===== config.mk =====
export PLATFORM = sky130hd
export DESIGN_NAME = sar_readout
export DESIGN_NICKNAME = d
export VERILOG_FILES = /design/src/design/sar_readout_pkg.sv /design/src/design/sar_readout.sv
export SDC_FILE = /design/constraint.sdc
export NUM_CORES = 1
export LEC_CHECK = 0
export BUFFER_PORTS_ARGS = -buffer_cell sky130_fd_sc_hd__clkbuf_2
export CAP_MARGIN = 20
export CORE_MARGIN = 1
export CORE_UTILIZATION = 30
export CTS_BUF_LIST = sky130_fd_sc_hd__clkbuf_4 sky130_fd_sc_hd__clkbuf_8
export DETAILED_ROUTE_END_ITERATION = 8
export GPL_TIMING_DRIVEN = 0
export SYNTH_ARGS = -nofsm -noshare
export SYNTH_HDL_FRONTEND = slang
export SYNTH_SLANG_ARGS = --single-unit

===== constraint.sdc =====
create_clock -name core_clk -period 2.18 [get_ports core_clk]
set_input_delay 0 -clock core_clk [delete_from_list [all_inputs] [get_ports core_clk]]
set_output_delay 0 -clock core_clk [all_outputs]
set_load 0.02 [all_outputs]

===== src/design/sar_readout_pkg.sv =====
// Constants and types for the serial readout of the 12-bit converter.
// Assumes a single core clock; select and shift clock arrive through synchronisers.
package sar_readout_pkg;

   ////////////////////////////////////////////////////////////////////////
   // Result layout
   localparam int RESULT_W = 12;
   localparam int IDX_W = 4;
   localparam logic [IDX_W-1:0] IDX_MSB = 4'hb;
   localparam logic [IDX_W-1:0] IDX_END = 4'hc;
   localparam logic [IDX_W-1:0] IDX_REPEAT_FIRST = 4'h1;
   localparam logic [RESULT_W-1:0] TRIAL_START = 12'h800;
   localparam logic [RESULT_W-1:0] TRIAL_RESET = 12'h000;

   ////////////////////////////////////////////////////////////////////////
   // Sampling phase: falling shift clock edges before the null bit
   localparam int CNT_W = 2;
   localparam logic [CNT_W-1:0] SAMPLE_LAST = 2'h1;

   ////////////////////////////////////////////////////////////////////////
   // Pin positions in the synchroniser vector and their reset levels
   localparam int PIN_N = 2;
   localparam int PIN_SCLK = 0;
   localparam int PIN_CS = 1;
   localparam logic [PIN_N-1:0] PIN_RESET = 2'h2;

   typedef enum logic [2:0] {
      ST_IDLE,
      ST_SAMPLE,
      ST_CONVERT,
      ST_REPEAT,
      ST_DONE
   } state_e;

   typedef struct packed {
      logic dout;
      logic oe_n;
   } serial_out_s;

   localparam serial_out_s OUT_RESET = '{dout: 1'b0, oe_n: 1'b1};

endpackage : sar_readout_pkg


===== src/design/sar_readout.sv =====
// Serial readout and successive approximation sequencer.
// Assumes select and shift clock come from the host, asynchronous to
// core_clk, and that the comparator output is on core_clk.
// Function
// - Select falling starts sampling, conversion and the serial transfer.
// - First two shift clock falls after select are spent sampling.
// - After the second fall, enable output and drive a low null bit.
// - Next twelve periods present the result, most significant bit first.
// - Every new output bit is launched on a shift clock falling edge.
// - After the least significant bit, bits 1 to 11 of the result repeat LSB first.
// - After the repeated most significant bit, output goes high impedance.
// - Once high impedance, further shift clocks change nothing.
// - New conversion only after select goes high then low again.
// - Output bits belong to the current conversion, no pipeline delay.
// - Result is straight binary, 000 zero to FFF full scale.
// - Select high puts the device in its shutdown state.
// - Host may raise select early after any number of bits.
// - Analog powers down after conversion; digital only while select high.
`timescale 1ns/10ps

module sar_readout (
   input wire logic core_clk,
   input wire logic rst_n,
   input wire logic convert_select_n,
   input wire logic shift_clock,
   input wire logic comp_high,
   output logic dout,
   output logic dout_oe_n,
   output logic [sar_readout_pkg::RESULT_W-1:0] sar_trial,
   output logic sample_enable,
   output logic analog_power_on,
   output logic low_power_state
);

   ////////////////////////////////////////////////////////////////////////
   // Reset release
   logic [1:0] rst_sync_reg;
   logic rst_sync_n;

   always_ff @(posedge core_clk or negedge rst_n) begin
      if (!rst_n) begin
         rst_sync_reg <= 2'h0;
      end else begin
         rst_sync_reg <= {rst_sync_reg[0], 1'b1};
      end
   end

   assign rst_sync_n = rst_sync_reg[1];

   ////////////////////////////////////////////////////////////////////////
   // Pin synchronisers: a change counts once stages two and three agree
   logic [sar_readout_pkg::PIN_N-1:0] pins_in;
   logic [sar_readout_pkg::PIN_N-1:0] s1_reg;
   logic [sar_readout_pkg::PIN_N-1:0] s2_reg;
   logic [sar_readout_pkg::PIN_N-1:0] s3_reg;
   logic [sar_readout_pkg::PIN_N-1:0] lvl_reg;
   logic [sar_readout_pkg::PIN_N-1:0] lvl_next;
   logic [sar_readout_pkg::PIN_N-1:0] fall;

   assign pins_in[sar_readout_pkg::PIN_CS] = convert_select_n;
   assign pins_in[sar_readout_pkg::PIN_SCLK] = shift_clock;

   genvar gi;
   generate
      for (gi = 0; gi < sar_readout_pkg::PIN_N; gi = gi + 1) begin : g_sync
         assign lvl_next[gi] = (s2_reg[gi] == s3_reg[gi]) ? s3_reg[gi] :
                               lvl_reg[gi];
         assign fall[gi] = lvl_reg[gi] & ~lvl_next[gi];
      end
   endgenerate

   always_ff @(posedge core_clk or negedge rst_sync_n) begin
      if (!rst_sync_n) begin
         s1_reg <= sar_readout_pkg::PIN_RESET;
         s2_reg <= sar_readout_pkg::PIN_RESET;
         s3_reg <= sar_readout_pkg::PIN_RESET;
         lvl_reg <= sar_readout_pkg::PIN_RESET;
      end else begin
         s1_reg <= pins_in;
         s2_reg <= s1_reg;
         s3_reg <= s2_reg;
         lvl_reg <= lvl_next;
      end
   end

   logic cs_high;
   logic cs_fall;
   logic sclk_fall;

   // Level taken from the agreeing stages so select high acts at once
   assign cs_high = lvl_next[sar_readout_pkg::PIN_CS];
   assign cs_fall = fall[sar_readout_pkg::PIN_CS];
   assign sclk_fall = fall[sar_readout_pkg::PIN_SCLK];

   ////////////////////////////////////////////////////////////////////////
   // Successive approximation trial word
   sar_readout_pkg::state_e state_reg;
   sar_readout_pkg::state_e state_next;
   logic [sar_readout_pkg::CNT_W-1:0] cnt_reg;
   logic [sar_readout_pkg::CNT_W-1:0] cnt_next;
   logic [sar_readout_pkg::IDX_W-1:0] idx_reg;
   logic [sar_readout_pkg::IDX_W-1:0] idx_next;
   logic [sar_readout_pkg::RESULT_W-1:0] trial_reg;
   logic [sar_readout_pkg::RESULT_W-1:0] trial_next;
   logic [sar_readout_pkg::RESULT_W-1:0] trial_dec;
   sar_readout_pkg::serial_out_s out_reg;
   sar_readout_pkg::serial_out_s out_next;
   logic sample_en_reg;
   logic analog_on_reg;
   logic low_power_reg;

   // Bit under decision takes the comparator, the next lower bit is tried
   generate
      for (gi = 0; gi < sar_readout_pkg::RESULT_W; gi = gi + 1) begin : g_dec
         assign trial_dec[gi] =
            (idx_reg == sar_readout_pkg::IDX_W'(gi)) ? comp_high :
            (idx_reg == sar_readout_pkg::IDX_W'(gi + 1)) ? 1'b1 :
            trial_reg[gi];
      end
   endgenerate

   ////////////////////////////////////////////////////////////////////////
   // Sequencer
   always_comb begin
      state_next = state_reg;
      cnt_next = cnt_reg;
      idx_next = idx_reg;
      trial_next = trial_reg;
      out_next = out_reg;
      if (cs_high) begin
         // Abandon whatever runs; shutdown until the next select fall
         state_next = sar_readout_pkg::ST_IDLE;
         out_next = sar_readout_pkg::OUT_RESET;
      end else begin
         case (state_reg)
            sar_readout_pkg::ST_IDLE: begin
               if (cs_fall) begin
                  state_next = sar_readout_pkg::ST_SAMPLE;
                  cnt_next = '0;
               end
            end
            sar_readout_pkg::ST_SAMPLE: begin
               if (sclk_fall) begin
                  if (cnt_reg == sar_readout_pkg::SAMPLE_LAST) begin
                     state_next = sar_readout_pkg::ST_CONVERT;
                     out_next.oe_n = 1'b0;
                     out_next.dout = 1'b0;
                     trial_next = sar_readout_pkg::TRIAL_START;
                     idx_next = sar_readout_pkg::IDX_MSB;
                  end else begin
                     cnt_next = cnt_reg + 2'h1;
                  end
               end
            end
            sar_readout_pkg::ST_CONVERT: begin
               if (sclk_fall) begin
                  // Bit goes out the moment it is decided
                  out_next.dout = comp_high;
                  trial_next = trial_dec;
                  if (idx_reg == '0) begin
                     state_next = sar_readout_pkg::ST_REPEAT;
                     idx_next = sar_readout_pkg::IDX_REPEAT_FIRST;
                  end else begin
                     idx_next = idx_reg - 4'h1;
                  end
               end
            end
            sar_readout_pkg::ST_REPEAT: begin
               if (sclk_fall) begin
                  if (idx_reg == sar_readout_pkg::IDX_END) begin
                     state_next = sar_readout_pkg::ST_DONE;
                     out_next = sar_readout_pkg::OUT_RESET;
                  end else begin
                     out_next.dout = trial_reg[idx_reg];
                     idx_next = idx_reg + 4'h1;
                  end
               end
            end
            sar_readout_pkg::ST_DONE: begin
               state_next = sar_readout_pkg::ST_DONE;
            end
            default: begin
               state_next = sar_readout_pkg::ST_IDLE;
            end
         endcase
      end
   end

   always_ff @(posedge core_clk or negedge rst_sync_n) begin
      if (!rst_sync_n) begin
         state_reg <= sar_readout_pkg::ST_IDLE;
         cnt_reg <= '0;
         idx_reg <= '0;
         trial_reg <= sar_readout_pkg::TRIAL_RESET;
         out_reg <= sar_readout_pkg::OUT_RESET;
      end else begin
         state_reg <= state_next;
         cnt_reg <= cnt_next;
         idx_reg <= idx_next;
         trial_reg <= trial_next;
         out_reg <= out_next;
      end
   end

   ////////////////////////////////////////////////////////////////////////
   // Analog section controls and power state
   // Analog stays on only while sampling or deciding, to save current
   always_ff @(posedge core_clk or negedge rst_sync_n) begin
      if (!rst_sync_n) begin
         sample_en_reg <= 1'b0;
         analog_on_reg <= 1'b0;
         low_power_reg <= 1'b1;
      end else begin
         sample_en_reg <= (state_next == sar_readout_pkg::ST_SAMPLE);
         analog_on_reg <= (state_next == sar_readout_pkg::ST_SAMPLE) |
                          (state_next == sar_readout_pkg::ST_CONVERT);
         low_power_reg <= cs_high;
      end
   end

   assign dout = out_reg.dout;
   assign dout_oe_n = out_reg.oe_n;
   assign sar_trial = trial_reg;
   assign sample_enable = sample_en_reg;
   assign analog_power_on = analog_on_reg;
   assign low_power_state = low_power_reg;

   ////////////////////////////////////////////////////////////////////////
   // Checks
   property p_start;
      @(posedge core_clk) disable iff (!rst_sync_n)
      (state_reg == sar_readout_pkg::ST_IDLE) && cs_fall |=>
         (state_reg == sar_readout_pkg::ST_SAMPLE) && sample_enable;
   endproperty
   a_start: assert property (p_start)
      else $error("select fall did not start sampling");

   property p_null_bit;
      @(posedge core_clk) disable iff (!rst_sync_n)
      (state_reg == sar_readout_pkg::ST_SAMPLE) && sclk_fall && !cs_high &&
      (cnt_reg == sar_readout_pkg::SAMPLE_LAST) |=>
         !dout_oe_n && !dout && (sar_trial == sar_readout_pkg::TRIAL_START);
   endproperty
   a_null_bit: assert property (p_null_bit)
      else $error("null bit not driven low after second fall");

   property p_quiet_sampling;
      @(posedge core_clk) disable iff (!rst_sync_n)
      (state_reg == sar_readout_pkg::ST_SAMPLE) |-> dout_oe_n;
   endproperty
   a_quiet_sampling: assert property (p_quiet_sampling)
      else $error("output enabled during sampling");

   property p_msb_first;
      @(posedge core_clk) disable iff (!rst_sync_n)
      (state_reg == sar_readout_pkg::ST_CONVERT) && sclk_fall && !cs_high |=>
         (dout == $past(comp_high)) &&
         (sar_trial[$past(idx_reg)] == $past(comp_high));
   endproperty
   a_msb_first: assert property (p_msb_first)
      else $error("decided bit not shown on output");

   property p_launch_on_fall;
      @(posedge core_clk) disable iff (!rst_sync_n)
      $changed(dout) && !dout_oe_n |-> $past(sclk_fall);
   endproperty
   a_launch_on_fall: assert property (p_launch_on_fall)
      else $error("output changed without a shift clock fall");

   property p_repeat;
      @(posedge core_clk) disable iff (!rst_sync_n)
      (state_reg == sar_readout_pkg::ST_REPEAT) && sclk_fall && !cs_high &&
      (idx_reg != sar_readout_pkg::IDX_END) |=>
         !dout_oe_n && (dout == sar_trial[$past(idx_reg)]);
   endproperty
   a_repeat: assert property (p_repeat)
      else $error("repeated bit does not match result");

   property p_tristate_end;
      @(posedge core_clk) disable iff (!rst_sync_n)
      (state_reg == sar_readout_pkg::ST_DONE) |-> dout_oe_n && !analog_power_on;
   endproperty
   a_tristate_end: assert property (p_tristate_end)
      else $error("output driven after repeat finished");

   property p_ignore_clocks;
      @(posedge core_clk) disable iff (!rst_sync_n)
      (state_reg == sar_readout_pkg::ST_DONE) && !cs_high |=>
         (state_reg == sar_readout_pkg::ST_DONE) && $stable(sar_trial);
   endproperty
   a_ignore_clocks: assert property (p_ignore_clocks)
      else $error("state changed after end of transfer");

   property p_deselect;
      @(posedge core_clk) disable iff (!rst_sync_n)
      cs_high |=> dout_oe_n && low_power_state && !analog_power_on &&
         (state_reg == sar_readout_pkg::ST_IDLE);
   endproperty
   a_deselect: assert property (p_deselect)
      else $error("select high did not shut the transfer down");

endmodule : sar_readout


# Word level (Yosys, flattened, before mapping)
# Cells that the tools add are included.
[op_classes] n_eq_ne=45 add_sub_neg=3 reduce_logical=23 bitwise_logic=5 n_mux=60 n_lt_le_gt_ge=1
[op_table] operator="6-bit AND reduction" count=12
[op_table] operator="3-bit != test, second input constant" count=17
[op_table] operator="12-bit 2-to-1 mux" count=3
[op_table] operator="1-bit 2-to-1 mux" count=29
[op_table] operator="3-bit 2-to-1 mux" count=8
[op_table] operator="4-bit 2-to-1 mux" count=6
[op_table] operator="12-bit case mux with 2 select lines" count=1
[op_table] operator="4-bit equality test, second input constant" count=5
[op_table] operator="4-bit by 3-bit equality test with 1-bit output, second input constant" count=4
[op_table] operator="3-bit case mux with 5 select lines" count=1
[op_table] operator="5-bit AND reduction" count=3
[op_table] operator="2-bit 2-to-1 mux" count=7
[op_table] operator="2-bit != test, second input constant" count=7
[op_table] operator="4-bit case mux with 3 select lines" count=1
[op_table] operator="3-bit by 2-bit equality test with 1-bit output, second input constant" count=3
[op_table] operator="4-bit by 2-bit equality test with 1-bit output, second input constant" count=2
[op_table] operator="7-bit AND reduction" count=1
[op_table] operator="3-bit by 1-bit equality test with 1-bit output, second input constant" count=2
[op_table] operator="3-bit nonzero test" count=2
[op_table] operator="4-bit by 5-bit < comparator with 1-bit output, second input constant" count=1
[op_table] operator="4-bit by 1-bit adder with 4-bit output, second input constant" count=1
[op_table] operator="1-bit binary-select mux with 4-bit select" count=1
[op_table] operator="4-bit by 1-bit equality test with 1-bit output, second input constant" count=1
[op_table] operator="4-bit zero test" count=1
[op_table] operator="other kinds (14)" count=18
[totals] out_inout_bits=17 inputBits=5 register_bits=36 elab_cells=162

# Longest topological paths before layout
# Gate-level depths: netlist (run 1).
[depth] ltp_word=9 depth_mapped=8 mapped_depth_nobuf=6

# Least setup slack after synthesis (run 1)
# OpenSTA, ideal clock, no wires.
[synth_timing] kind="flip-flop to flip-flop" from="register idx_reg[1] in the netlist's numbering" to="register analog_on_reg (netlist: analog_power_on)" stages_incl_launch_ff=9 arrival_time_ns=1.987 path_buffers=2 setup_time_ns=0.120 synth_period_minus_slack_ns=2.108 t_required_ns=2.060 setup_slack_ns=0.072 path_cell_list="dfrtp_1 -> clkbuf_1 -> inv_1 -> ha_1 -> clkbuf_1 -> or3b_2 -> nor3_1 -> nor3_1 -> o211a_1"
[synth_between] elab_chain_cells=7 word_cells_on_any_way=11 classes_between="eq/ne: 3; mux: 6; bitwise: 1; reduce/logical: 1"
[synth_rtl] element="start, declared" line_no="sar_readout.sv:101" rtl="logic [sar_readout_pkg::IDX_W-1:0] idx_reg;"
[synth_rtl] element="start signal, assigned" line_no="sar_readout.sv:199" rtl="idx_reg <= idx_next;"
[synth_rtl] element="4-bit equality test or 4-bit zero test (tied branches)" line_no="sar_readout.sv:170, sar_readout.sv:160"
[synth_rtl] element="3-bit 2-to-1 mux, on equally long branches" line_no="sar_readout.sv:170, sar_readout.sv:160"
[synth_rtl] element="3-bit 2-to-1 mux, on equally long branches" line_no="sar_readout.sv:169, sar_readout.sv:156"
[synth_rtl] element="3-bit case mux with 5 select lines (*)" line_no="sar_readout.sv:135" rtl="case (state_reg)"
[synth_rtl] element="3-bit 2-to-1 mux (*)" line_no="sar_readout.sv:130" rtl="if (cs_high) begin"
[synth_rtl] element="3-bit by 1-bit equality test with 1-bit output or 3-bit by 2-bit equality test with 1-bit output (tied branches)" line_no="sar_readout.sv:215, sar_readout.sv:216"
[synth_rtl] element="1-bit OR (*)" line_no="sar_readout.sv:215" rtl="analog_on_reg <= (state_next == sar_readout_pkg::ST_SAMPLE) |"
[synth_rtl] element="end signal, assigned" line_no="sar_readout.sv:215"
[synth_rtl] element="end, declared" line_no="sar_readout.sv:109" rtl="logic analog_on_reg;"
# Mark *: on every way between the ends. The rest lies on a longest branch, timed or not.
# A chain may end at the register's enable or synchronous reset.

# Final worst setup path (run 1)
[layout_timing] from="register s3_reg[0] in the netlist's numbering" to="register idx_reg[3] in the netlist's numbering"
[layout_between] elab_chain_cells=6 word_cells_on_any_way=8 classes_between="eq/ne: 4; mux: 1; bitwise: 2; reduce/logical: 1"
[layout_rtl] element="start, declared" line_no="sar_readout.sv:55" rtl="logic [sar_readout_pkg::PIN_N-1:0] s3_reg;"
[layout_rtl] element="start signal, assigned" line_no="sar_readout.sv:76" rtl="s3_reg <= sar_readout_pkg::PIN_RESET;"
[layout_rtl] element="start signal, assigned" line_no="sar_readout.sv:81" rtl="s3_reg <= s2_reg;"
[layout_rtl] element="1-bit equality test" line_no="sar_readout.sv:66" rtl="assign lvl_next[gi] = (s2_reg[gi] == s3_reg[gi]) ? s3_reg[gi] :"
[layout_rtl] element="1-bit 2-to-1 mux (*)" line_no="sar_readout.sv:66"
[layout_rtl] element="1-bit NOT (*)" line_no="sar_readout.sv:68" rtl="assign fall[gi] = lvl_reg[gi] & ~lvl_next[gi];"
[layout_rtl] element="1-bit AND (*)" line_no="sar_readout.sv:68"
[layout_rtl] element="2-bit != test (no source line)"
[layout_rtl] element="7-bit AND reduction (no source line) (*)"
# Marks and branches as above.

==> results of run 1 <==
==> metal layers <==
metal | GRT usage [%] | part of all wire, % | vias up
met5 | 0 | 0 | -
met3 | 4.25 | 3.5 | 7
met1 | 20.3 | 50 | 865
met2 | 23.1 | 45 | 36
met4 | 4.62 | 1.3 | 0
li1 | - | - | 845
==> through the flow <==
step,cell area (um2),power (mW)
global route,2410,1.69
detailed placement,2210,1.08
global placement,2200,1.08
finish,2410,1.60
floorplan,2000,0.983
CTS,2360,1.60
==> how the worst min path moves through the flow <==
stage	slack, ns	end	cells past startpoint	start
5_1_grt	0.02	rst_sync_reg[1]	2	rst_n
6_report	0.01	rst_sync_reg[1]	2	rst_n
2_1_floorplan	-0.30	rst_sync_reg[0]	0	rst_n
4_1_cts	0.004	rst_sync_reg[1]	2	rst_n
3_5_place_dp	-0.21	rst_sync_reg[0]	1	rst_n
3_3_place_gp	-0.21	rst_sync_reg[0]	1	rst_n
==> power groups by stage <==
| stage | Clock, mW | Sequential, mW | Combinational, mW |
|---|---|---|---|
| 4_1_cts | 0.512 | 0.770 | 0.320 |
| 5_1_grt | 0.540 | 0.772 | 0.378 |
| 3_3_place_gp | 0 | 0.768 | 0.309 |
| 2_1_floorplan | 0 | 0.789 | 0.194 |
| 6_report | 0.498 | 0.761 | 0.342 |
| 3_5_place_dp | 0 | 0.770 | 0.315 |
==> kinds of logic (layout without fill, tap and decap cells) <==
logic type / after synthesis / in the layout / synth area share, %
flops: 35 / 35 / 44.0
xor+xnor: 1 / 1 / 0.437
buf+inv: 25 / 63 / 4.75
fa+ha+maj: 7 / 7 / 4.12
simple gates: 67 / 67 / 19.7
compound gates: 64 / 64 / 20.5
mux: 11 / 11 / 6.31
other cells: 1 / 1 / 0.187
==> layout make-up <==
cell class / instances / area [um2]
inverters: 12 / 45.0
fillers: 676 / 3970
repair buffers: 34 / 210
flip-flops and latches: 35 / 886
clock inverters: 1 / 5.00
clock buffers: 7 / 83.8
well taps: 77 / 96.3
plain buffers: 9 / 38.8
multi-input cells: 151 / 1050
==> critical path, stage by stage, from the launching register on <==
cell and delay (ns):
sky130_fd_sc_hd__dfrtp_1 0.38, sky130_fd_sc_hd__or4b_4 0.60, sky130_fd_sc_hd__or3_4 0.44, sky130_fd_sc_hd__or3_4 0.41, sky130_fd_sc_hd__o22a_1 0.22
==> cells in the mapped netlist (all sizes together), types with 2 or more instances <==
master	n
ha	5
or4	2
o21ai	12
nand2	12
nor3	6
nand3	4
or2	2
a211oi	3
mux2	3
nor2	11
dfrtp	30
or3b	3
or3	4
o22a	3
inv	12
maj3	2
a31oi	3
a21oi	24
o21a	2
mux2i	7
clkbuf	12
a311oi	2
nor2b	5
dfstp	5
nand3b	3
a2bb2oi	5
or4b	3
nor4	2
nand2b	3
==> timing repair <==
item                                    4_1_cts  5_1_grt
resized for setup                             8        7
endpoints found under the setup margin       10        5
hold buffers                                  3        0
pin swaps                                     1        4
setup buffers                                 3        7
hold endpoints to repair                      4        0
==> impl_results.md, run 1 <==
* Number of sinks handled by clock tree synthesis at 35
* Clock transition at path regs at roughly 0.080 ns
* Unrepaired setup endpoints after global routing: yes
* Layout cell share with drive strength beyond 1 at a little over a quarter
* Final Critical Period at about 2.1 ns
* Crit path to: idx_reg[3]
* CTS tree: built
* Starting density of the core at around a third
* Final hold slack at approximately 0.013 ns
* Depth of the CTS H-tree at 2
* Count of flip-flops with a built-in enable after synthesis at 0
* Post-Synthesis Cell Area at ~2000 um2
* Synth top area share at a little under two fifths
* Gr ovfl total at 0
* Proportion of register bits with asynchronous set or reset after synthesis at 100%
* Fmax at 466 MHz
* Core ar. at about 6400 um2
* Per-cell routed wire length at between 15 and 20 um
* Post-synthesis register bit count at 35
* Synth area leader: sky130_fd_sc_hd__dfrtp_1
* Actual transition at the worst max-transition pin at 0.748 ns
* Detailed-route DRC error count at 0
* Number of standard-cell rows in the floorplan at 29
* Beginning of the worst register-to-register path: s3_reg[0]
* Number of diodes at 0
* Pre-CTS WS at -0.406 ns
* Nature of the critical path startpoint: register
* Sequential element share of the synthesized area at 44.0%
* Area growth from synthesis to layout at 20.5%
* I/O pin cnt at 22
* Via count of the first global-routing pass at 1,651
* Int Power at 1.10 mW
* Fin. Hold Viols at 0
* Root buf cell: sky130_fd_sc_hd__clkbuf_8
* Worst-skew pair later-pin latency at ~0.30 ns
* Leakage power of the design at slightly above 1 nW
* Number of buffers inserted during clock tree synthesis at 5
* # nets final at 258
* Aggregate global-route resource usage at between 10% and 20%
* Ys Warns at 0
* Arrival time of data at the critical path endpoint at about 2.3 ns
* Endpoint of the worst register-to-register path: idx_reg[3]
* Number of max-slew violations in the final report at 0
* Highest-count cells in the layout ignoring fill and taps: 27 x sky130_fd_sc_hd__dfrtp_1, 24 x sky130_fd_sc_hd__a21oi_1, 22 x sky130_fd_sc_hd__clkbuf_2, 12 x sky130_fd_sc_hd__o21ai_0, 12 x sky130_fd_sc_hd__nand2_1
* Largest register FFs at 12
* Max_cap viols at 0
* Most common cell after layout, fill and taps aside: sky130_fd_sc_hd__dfrtp_1
* Worst vdd ir at 0.257 mV
* Critical Path Source: s3_reg[0]
* Vias at 1,753
* Fraction of power consumed by the clock network at between 30% and 40%
* DIE HEIGHT at about 84 um
* Cells after Synth at 211
* Sequential fraction of design power at 47.5%
* Setup violations, final at 0
* Main flop type after synthesis: sky130_fd_sc_hd__dfrtp_1
* Crit path required time at about 2.4 ns
* Wire length of the first global-routing pass at just over 8000 um
* Sw Ratio at just over 30%
* Net Switching at around 0.50 mW
* Total die area at ~7000 um2
* Number of optimization iterations in the first detailed-route pass at 5
* Result of the run: finished, final reports clean
* Post-route antenna net violation count at 0
* Setup WS post-layout at about 0.034 ns
* Clock buffer depth at 2
* Post-Synthesis Net Count at 221
* Worst clock skew at about 0.0094 ns
* Slew headroom at between 50% and 60%
* Power density cells at between 600 and 700 nW/um2
* Final cycle utilization of the critical path at a little over nine tenths
* Type of the worst setup path: register to register
* Maximum fanout count along the critical path at 7
* Combinational fraction of design power at 21.3%
* Number of standard cells in the final layout excluding fillers at 326
* Post-detailed-route via-to-cell ratio at between 5 and 6
* Number of antenna violations at the first check in global routing at 0
* Path type of the worst min-delay path: primary input to async pin
* Final core utilization at 37.8%
* Category of the worst setup path capture point: register
* Number of cells on the worst reg-to-reg path at 4
* Detailed placer's ending HPWL at roughly 3500 um
* Die span in x at around 84 um
* Starting DRT DRC Count at 100
* Gp weighted congestion at 0.859
* Setup total negative slack at 0 ns
* Area contributors post-synth: sky130_fd_sc_hd__dfrtp_1 37%, sky130_fd_sc_hd__dfstp_2 6.6%, sky130_fd_sc_hd__a21oi_1 6.0%, sky130_fd_sc_hd__mux2i_1 3.5%, sky130_fd_sc_hd__ha_1 3.1%
* Yosys cell types at 52
* Post-Syn Area per Cell at roughly 9.5 um2
* Final routed wirelength across all metal layers at ~5000 um
* FF-to-FF setup slack at roughly 0.034 ns
* Placed insts at between 300 and 400
* Pin count of the biggest net entering global routing at 34
* Count of buffers inserted at the top-level ports at 21
No activity file was read; power rests on OpenSTA's default activity.
==> run 2, diff against run 1 <==
==> constraint.sdc (replaced) <==
create_clock -name core_clk -period 2.7 [get_ports core_clk]
set_input_delay 0 -clock core_clk [delete_from_list [all_inputs] [get_ports core_clk]]
set_output_delay 0 -clock core_clk [all_outputs]
set_load 0.02 [all_outputs]
==> run 2 against run 1 <==
  * Clock-buffer cell count is the same
  * Clock skew rose by 0.00062 ns
  * Fmax down 11%
  * Largest cell class unchanged
==> impl_results.md, run 2 (synthesis results as in run 1) <==
* Number of antenna violations at the first check in global routing at 0 (unchanged)
* Power density cells at 547 nW/um2 (-18%)
* Fin. Hold Viols at 0 (unchanged)
* Result of the run: finished, final reports clean
* Highest-count cells in the layout ignoring fill and taps: 29 x sky130_fd_sc_hd__dfrtp_1, 24 x sky130_fd_sc_hd__a21oi_1, 21 x sky130_fd_sc_hd__clkbuf_2
* Clock buffer depth at 2 (unchanged)
* Pre-CTS WS at 0.114 ns (+0.520 ns)
* Number of buffers inserted during clock tree synthesis at 5 (unchanged)
* Number of optimization iterations in the first detailed-route pass at 4 (-1)
* Crit path required time at 2.87 ns (+0.50 ns)
* Count of instances resized after the clock tree is built at 0 (-8)
* Via count of the first global-routing pass at 1,644 (-0.42%)
* Sum of internal, switching and leakage power at 1.27 mW (-21%)
* Per-cell routed wire length at 15.1 um (-1.5%)
* Fmax at 414 MHz (-11%)
* Detailed-route DRC error count at 0 (unchanged)
* Unrepaired setup endpoints after global routing: no
* Depth of the CTS H-tree at 2 (unchanged)
* Area growth from synthesis to layout at 15.9%
* Setup violations, final at 0 (unchanged)
* Number of standard-cell rows in the floorplan at 29 (unchanged)
* Count of buffers inserted at the top-level ports at 21 (unchanged)
* Pin count of the biggest net entering global routing at 34 (unchanged)
* Aggregate global-route resource usage at 14.8% (-0.11 points)
* Number of sinks handled by clock tree synthesis at 35 (unchanged)
* Post-detailed-route via-to-cell ratio at 5.27 (-2.1%)
* Number of max-slew violations in the final report at 0 (unchanged)
* Wire length of the first global-routing pass at 8200 um (-0.83%)
* Fillcell total at 680 (+0.59%)
* Arrival time of data at the critical path endpoint at 2.59 ns (+0.25 ns)
* Setup WS post-layout at 0.282 ns (+0.248 ns)
* # nets final at 251 (-2.7%)
* Type of the worst setup path: register to register
* I/O pin cnt at 22 (unchanged)
* CTS tree: built
* Clock transition at path regs at 0.07 ns (about the same)
* Total die area at 7010 um2 (unchanged)
* Number of cells on the worst reg-to-reg path at 7 (+3)
* Gr ovfl total at 0 (unchanged)
* Slew headroom at 50.5% (+0.36 points)
* Final core utilization at 36.3% (-1.4 points)
* Setup total negative slack at 0 ns (unchanged)
* Detailed placer's ending HPWL at 3470 um (unchanged)
* Leakage power of the design at 0.972 nW (-5.0%)
* Worst-skew pair later-pin latency at 0.30 ns (about the same)
* Core ar. at 6390 um2 (unchanged)
* Worst vdd ir at 0.209 mV (-19%)
* Nature of the critical path startpoint: register
* Die span in x at 83.7 um (unchanged)
* Largest register FFs at 12 (unchanged)
* Final Critical Period at 2.42 ns (+0.272 ns)
* DIE HEIGHT at 83.7 um (unchanged)
* Root buf cell: sky130_fd_sc_hd__clkbuf_8
* Number of diodes at 0 (unchanged)
* Path type of the worst min-delay path: primary input to async pin
* Maximum fanout count along the critical path at 10 (+3)
* Post-route antenna net violation count at 0 (unchanged)
* Max_cap viols at 0 (unchanged)
* Final cycle utilization of the critical path at 89.6% (-8.9 points)
* Post-route standard cell area excluding fillers at 2320 um2 (-3.8%)
* Layout cell share with drive strength beyond 1 at 20.2% (-6.3 points)
* Category of the worst setup path capture point: register
* Starting density of the core at 31.4% (unchanged)
* Placed Area at 2210 um2 (unchanged)
* Worst clock skew at 0.0100 ns (+0.000622 ns)
* Most common cell after layout, fill and taps aside: sky130_fd_sc_hd__dfrtp_1
* Starting DRT DRC Count at 137 (+37%)
* Vias at 1,680 (-4.2%)
* Final routed wirelength across all metal layers at 4820 um (-3.6%)
* Actual transition at the worst max-transition pin at 0.743 ns (-0.00537 ns)
* Gp weighted congestion at 0.859 (unchanged)
## run 2: layer usage
layer | routed length [um] | global-route usage, % | vias up
met1 | 2420 | 19.8 | 822
met5 | 0 | 0 | -
li1 | - | - | 827
met4 | 68 | 4.62 | 0
met2 | 2150 | 23.2 | 25
met3 | 187 | 4.25 | 6
## run 2: path summary, 6_finish.rpt
kind / from / end / slack, ns
setup / recovery: idx_reg[1] / sample_enable / 0.28
hold / removal: rst_n / rst_sync_reg[1] / 0.01
setup reg to reg: idx_reg[1] / sample_enable / 0.28
hold reg to reg: rst_sync_reg[1] / idx_reg[3] / 0.33
max in group asynchronous: rst_sync_reg[1] / state_reg[2] / 1.88
min in group core_clk: comp_high / sar_trial[7] / 0.14
## run 2: cell type report
class                   instances  area (um2)  area share (%)
flip-flops and latches         35         883            38.1
clock inverters                 1        5.00           0.216
repair buffers                 24         135            5.82
inverters                      12        45.0            1.94
plain buffers                  12        46.3            1.99
multi-input cells             151        1030            44.2
clock buffers                   7        83.8            3.61
well taps                      77        96.3            4.15
## run 2: worst max-delay path, stage by stage (launching register included)
cell	delay, ns
sky130_fd_sc_hd__dfrtp_1	0.42
sky130_fd_sc_hd__clkbuf_1	0.27
sky130_fd_sc_hd__inv_1	0.15
sky130_fd_sc_hd__ha_1	0.38
sky130_fd_sc_hd__or3b_2	0.55
sky130_fd_sc_hd__nor3_1	0.17
sky130_fd_sc_hd__nor3_1	0.10
sky130_fd_sc_hd__nor4_1	0.25
## run 2: repair_timing
item,in CTS,in global routing
setup buffers,0,0
hold buffers,3,0
setup endpoints to repair,0,2
hold endpoints to repair,4,0
## run 2: per-stage QoR
stage / hold slack [ns] / instances
global route: 0.0212 / 319
detailed placement: -0.213 / 309
finish: 0.0145 / 319
floorplan: -0.296 / 211
global placement: -0.214 / 309
CTS: 0.00376 / 320
## run 2: power breakdown
group,switching (mW),internal (mW),leakage [nW]
combinational,0.154,0.104,0.489
clock,0.200,0.201,0.0491
sequential,0.0412,0.569,0.434
==> run 3, diff against run 2 <==
--- a/config.mk
+++ b/config.mk
@@ -12,6 +12,8 @@
 export CTS_BUF_LIST = sky130_fd_sc_hd__clkbuf_4 sky130_fd_sc_hd__clkbuf_8
 export DETAILED_ROUTE_END_ITERATION = 8
 export GPL_TIMING_DRIVEN = 0
+export REMOVE_ABC_BUFFERS = 1
+export SKIP_LAST_GASP = 1
 export SYNTH_ARGS = -nofsm -noshare
 export SYNTH_HDL_FRONTEND = slang
 export SYNTH_SLANG_ARGS = --single-unit
==> run 3 against run 2 <==
  * Worst setup slack worse by 0.061 ns
  * Fmax down 2.5%
  * Largest power group unchanged
  * First-iteration DRC count down 16%
  * Highest routed layer unchanged
==> impl_results.md, run 3 (synthesis results as in run 1) <==
* Post-detailed-route via-to-cell ratio at 5.25 (-0.25%)
* Number of cells on the worst reg-to-reg path at 4 (-3)
* Worst vdd ir at 0.404 mV (+94%)
* Fin. Hold Viols at 0 (unchanged)
* Worst clock skew at 0.00385 ns (-0.00616 ns)
* Vias at 1,618 (-3.7%)
* Maximum fanout count along the critical path at 14 (+4)
* Per-cell routed wire length at 14.2 um (-5.8%)
* Number of sinks handled by clock tree synthesis at 35 (unchanged)
* Most common cell after layout, fill and taps aside: sky130_fd_sc_hd__dfrtp_1
* Unrepaired setup endpoints after global routing: no
* Gp weighted congestion at 0.822 (-4.3%)
* Largest register FFs at 12 (unchanged)
* Setup total negative slack at 0 ns (unchanged)
* Crit path required time at 2.88 ns (about the same)
* I/O pin cnt at 22 (unchanged)
* Final hold slack at 0.0208 ns (+0.00634 ns)
* Wire length of the first global-routing pass at 7610 um (-7.2%)
* Worst-skew pair later-pin latency at 0.29 ns (about the same)
* CTS tree: built
* Path type of the worst min-delay path: primary input to async pin
* Fmax at 403 MHz (-2.5%)
* Power density cells at 608 nW/um2 (+11%)
* # nets final at 240 (-4.4%)
* Root buf cell: sky130_fd_sc_hd__clkbuf_8
* Core ar. at 6390 um2 (unchanged)
* Leakage power of the design at 0.985 nW (+1.4%)
* Die span in x at 83.7 um (unchanged)
* Aggregate global-route resource usage at 13.4% (-1.5 points)
* Critical Path Source: state_reg[2]
* Slew headroom at 51.0% (+0.50 points)
* Count of buffers inserted at the top-level ports at 21 (unchanged)
* Nature of the critical path startpoint: register
* Detailed-route DRC error count at 0 (unchanged)
* Endpoint of the worst register-to-register path: sar_trial[11]
* Depth of the CTS H-tree at 2 (unchanged)
* Layout cell share with drive strength beyond 1 at 20.8% (+0.53 points)
* Gr ovfl total at 0 (unchanged)
* Number of antenna violations at the first check in global routing at 0 (unchanged)
* Highest-count cells in the layout ignoring fill and taps: 30 x sky130_fd_sc_hd__dfrtp_1, 24 x sky130_fd_sc_hd__a21oi_1, 21 x sky130_fd_sc_hd__clkbuf_2
* Number of max-slew violations in the final report at 0 (unchanged)
* Pin count of the biggest net entering global routing at 22 (-35%)
* Number of diodes at 0 (unchanged)
* Clock buffer depth at 2 (unchanged)
* Final routed wirelength across all metal layers at 4380 um (-9.1%)
* Crit path to: sar_trial[11]
* Result of the run: finished, final reports clean
* Max_cap viols at 0 (unchanged)
* Final Critical Period at 2.48 ns (+0.0610 ns)
* Area growth from synthesis to layout at 17.2%
* Final cycle utilization of the critical path at 91.8% (+2.3 points)
* Starting DRT DRC Count at 115 (-16%)
* Type of the worst setup path: register to register
* Buffers inserted during post-CTS setup optimization at 0 (unchanged)
* Actual transition at the worst max-transition pin at 0.730 ns (-0.0131 ns)
* DIE HEIGHT at 83.7 um (unchanged)
* Arrival time of data at the critical path endpoint at 2.66 ns (+0.07 ns)
* Setup violations, final at 0 (unchanged)
* Number of standard-cell rows in the floorplan at 29 (unchanged)
* Starting density of the core at 31.4% (unchanged)
* FF-to-FF setup slack at 0.22 ns (-0.06 ns)
* Total die area at 7010 um2 (unchanged)
* Number of optimization iterations in the first detailed-route pass at 4 (unchanged)
* Clock transition at path regs at 0.07 ns (about the same)
* Detailed placer's ending HPWL at 3100 um (-11%)
* Via count of the first global-routing pass at 1,625 (-1.2%)
* Post-route antenna net violation count at 0 (unchanged)
* Category of the worst setup path capture point: register
* Beginning of the worst register-to-register path: state_reg[2]
* Number of buffers inserted during clock tree synthesis at 5 (unchanged)
==> run 3: changes by cell type in the layout (fill, tap and decap cells not counted) <==
cell,change
sky130_fd_sc_hd__clkinv_2,-1
sky130_fd_sc_hd__clkinvlp_4,+1
sky130_fd_sc_hd__clkbuf_1,-11
sky130_fd_sc_hd__dfrtp_1,+1
sky130_fd_sc_hd__buf_2,-1
sky130_fd_sc_hd__bufinv_16,+2
sky130_fd_sc_hd__clkbuf_4,-2
sky130_fd_sc_hd__dfrtp_2,-1
sky130_fd_sc_hd__buf_16,+1
==> run 3: worst min-delay path by stage <==
| stage | slack [ns] | cells after the start | from | end |
|---|---|---|---|---|
| 2_1_floorplan | -0.30 | 0 | rst_n | rst_sync_reg[0] |
| 3_3_place_gp | -0.21 | 1 | rst_n | rst_sync_reg[0] |
| 3_5_place_dp | -0.21 | 1 | rst_n | rst_sync_reg[1] |
| 4_1_cts | 0.02 | 2 | rst_n | rst_sync_reg[1] |
| 5_1_grt | 0.03 | 2 | rst_n | rst_sync_reg[1] |
| 6_report | 0.02 | 2 | rst_n | rst_sync_reg[1] |
==> run 3: layout make-up <==
class / instances / area (um2)
Fill cell: 670 / 4040
Multi-Input combinational cell: 151 / 1030
Sequential cell: 35 / 882
Timing Repair Buffer: 25 / 163
Tap cell: 77 / 96.3
Clock buffer: 5 / 68.8
Clock inverter: 3 / 67.6
Inverter: 12 / 45.0
==> run 3: what timing repair did <==
action,CTS,global route
hold buffers,3,0
endpoints found under the setup margin,0,0
gates resized for setup,0,0
endpoints found under the hold margin,4,0
==> run 3: layer usage <==
metal	global-route usage (%)	vias up	wire length, um
met1	18.0	783	2190
met3	3.07	5	138
met5	0	-	0
met4	4.47	0	46
li1	-	809	-
met2	21.2	21	2000
==> run 3: where the power goes <==
part | internal [mW] | total [mW] | switching [mW]
clock network | 0.368 | 0.567 | 0.198
registers | 0.568 | 0.625 | 0.0565
logic | 0.103 | 0.236 | 0.133
total | 1.04 | 1.43 | 0.388
==> run 3: through the flow <==
step           total power, mW  util (%)  setup slack [ns]  cells  area, um2
6_report                  1.43      36.8             0.221    308       2350
4_1_cts                   1.44      36.8             0.241    308       2350
3_3_place_gp             0.860      33.7             0.236    296       2150
2_1_floorplan            0.788         -             0.449    198       1950
5_1_grt                   1.50      36.8             0.113    308       2350
3_5_place_dp             0.868      34.2             0.250    297       2180
==> run 3: critical path, cell delays in order, from the launching register on <==
cell,delay [ns]
sky130_fd_sc_hd__dfrtp_1,0.52
sky130_fd_sc_hd__or4b_1,0.73
sky130_fd_sc_hd__a211o_1,0.47
sky130_fd_sc_hd__or4_1,0.54
sky130_fd_sc_hd__o21a_1,0.11
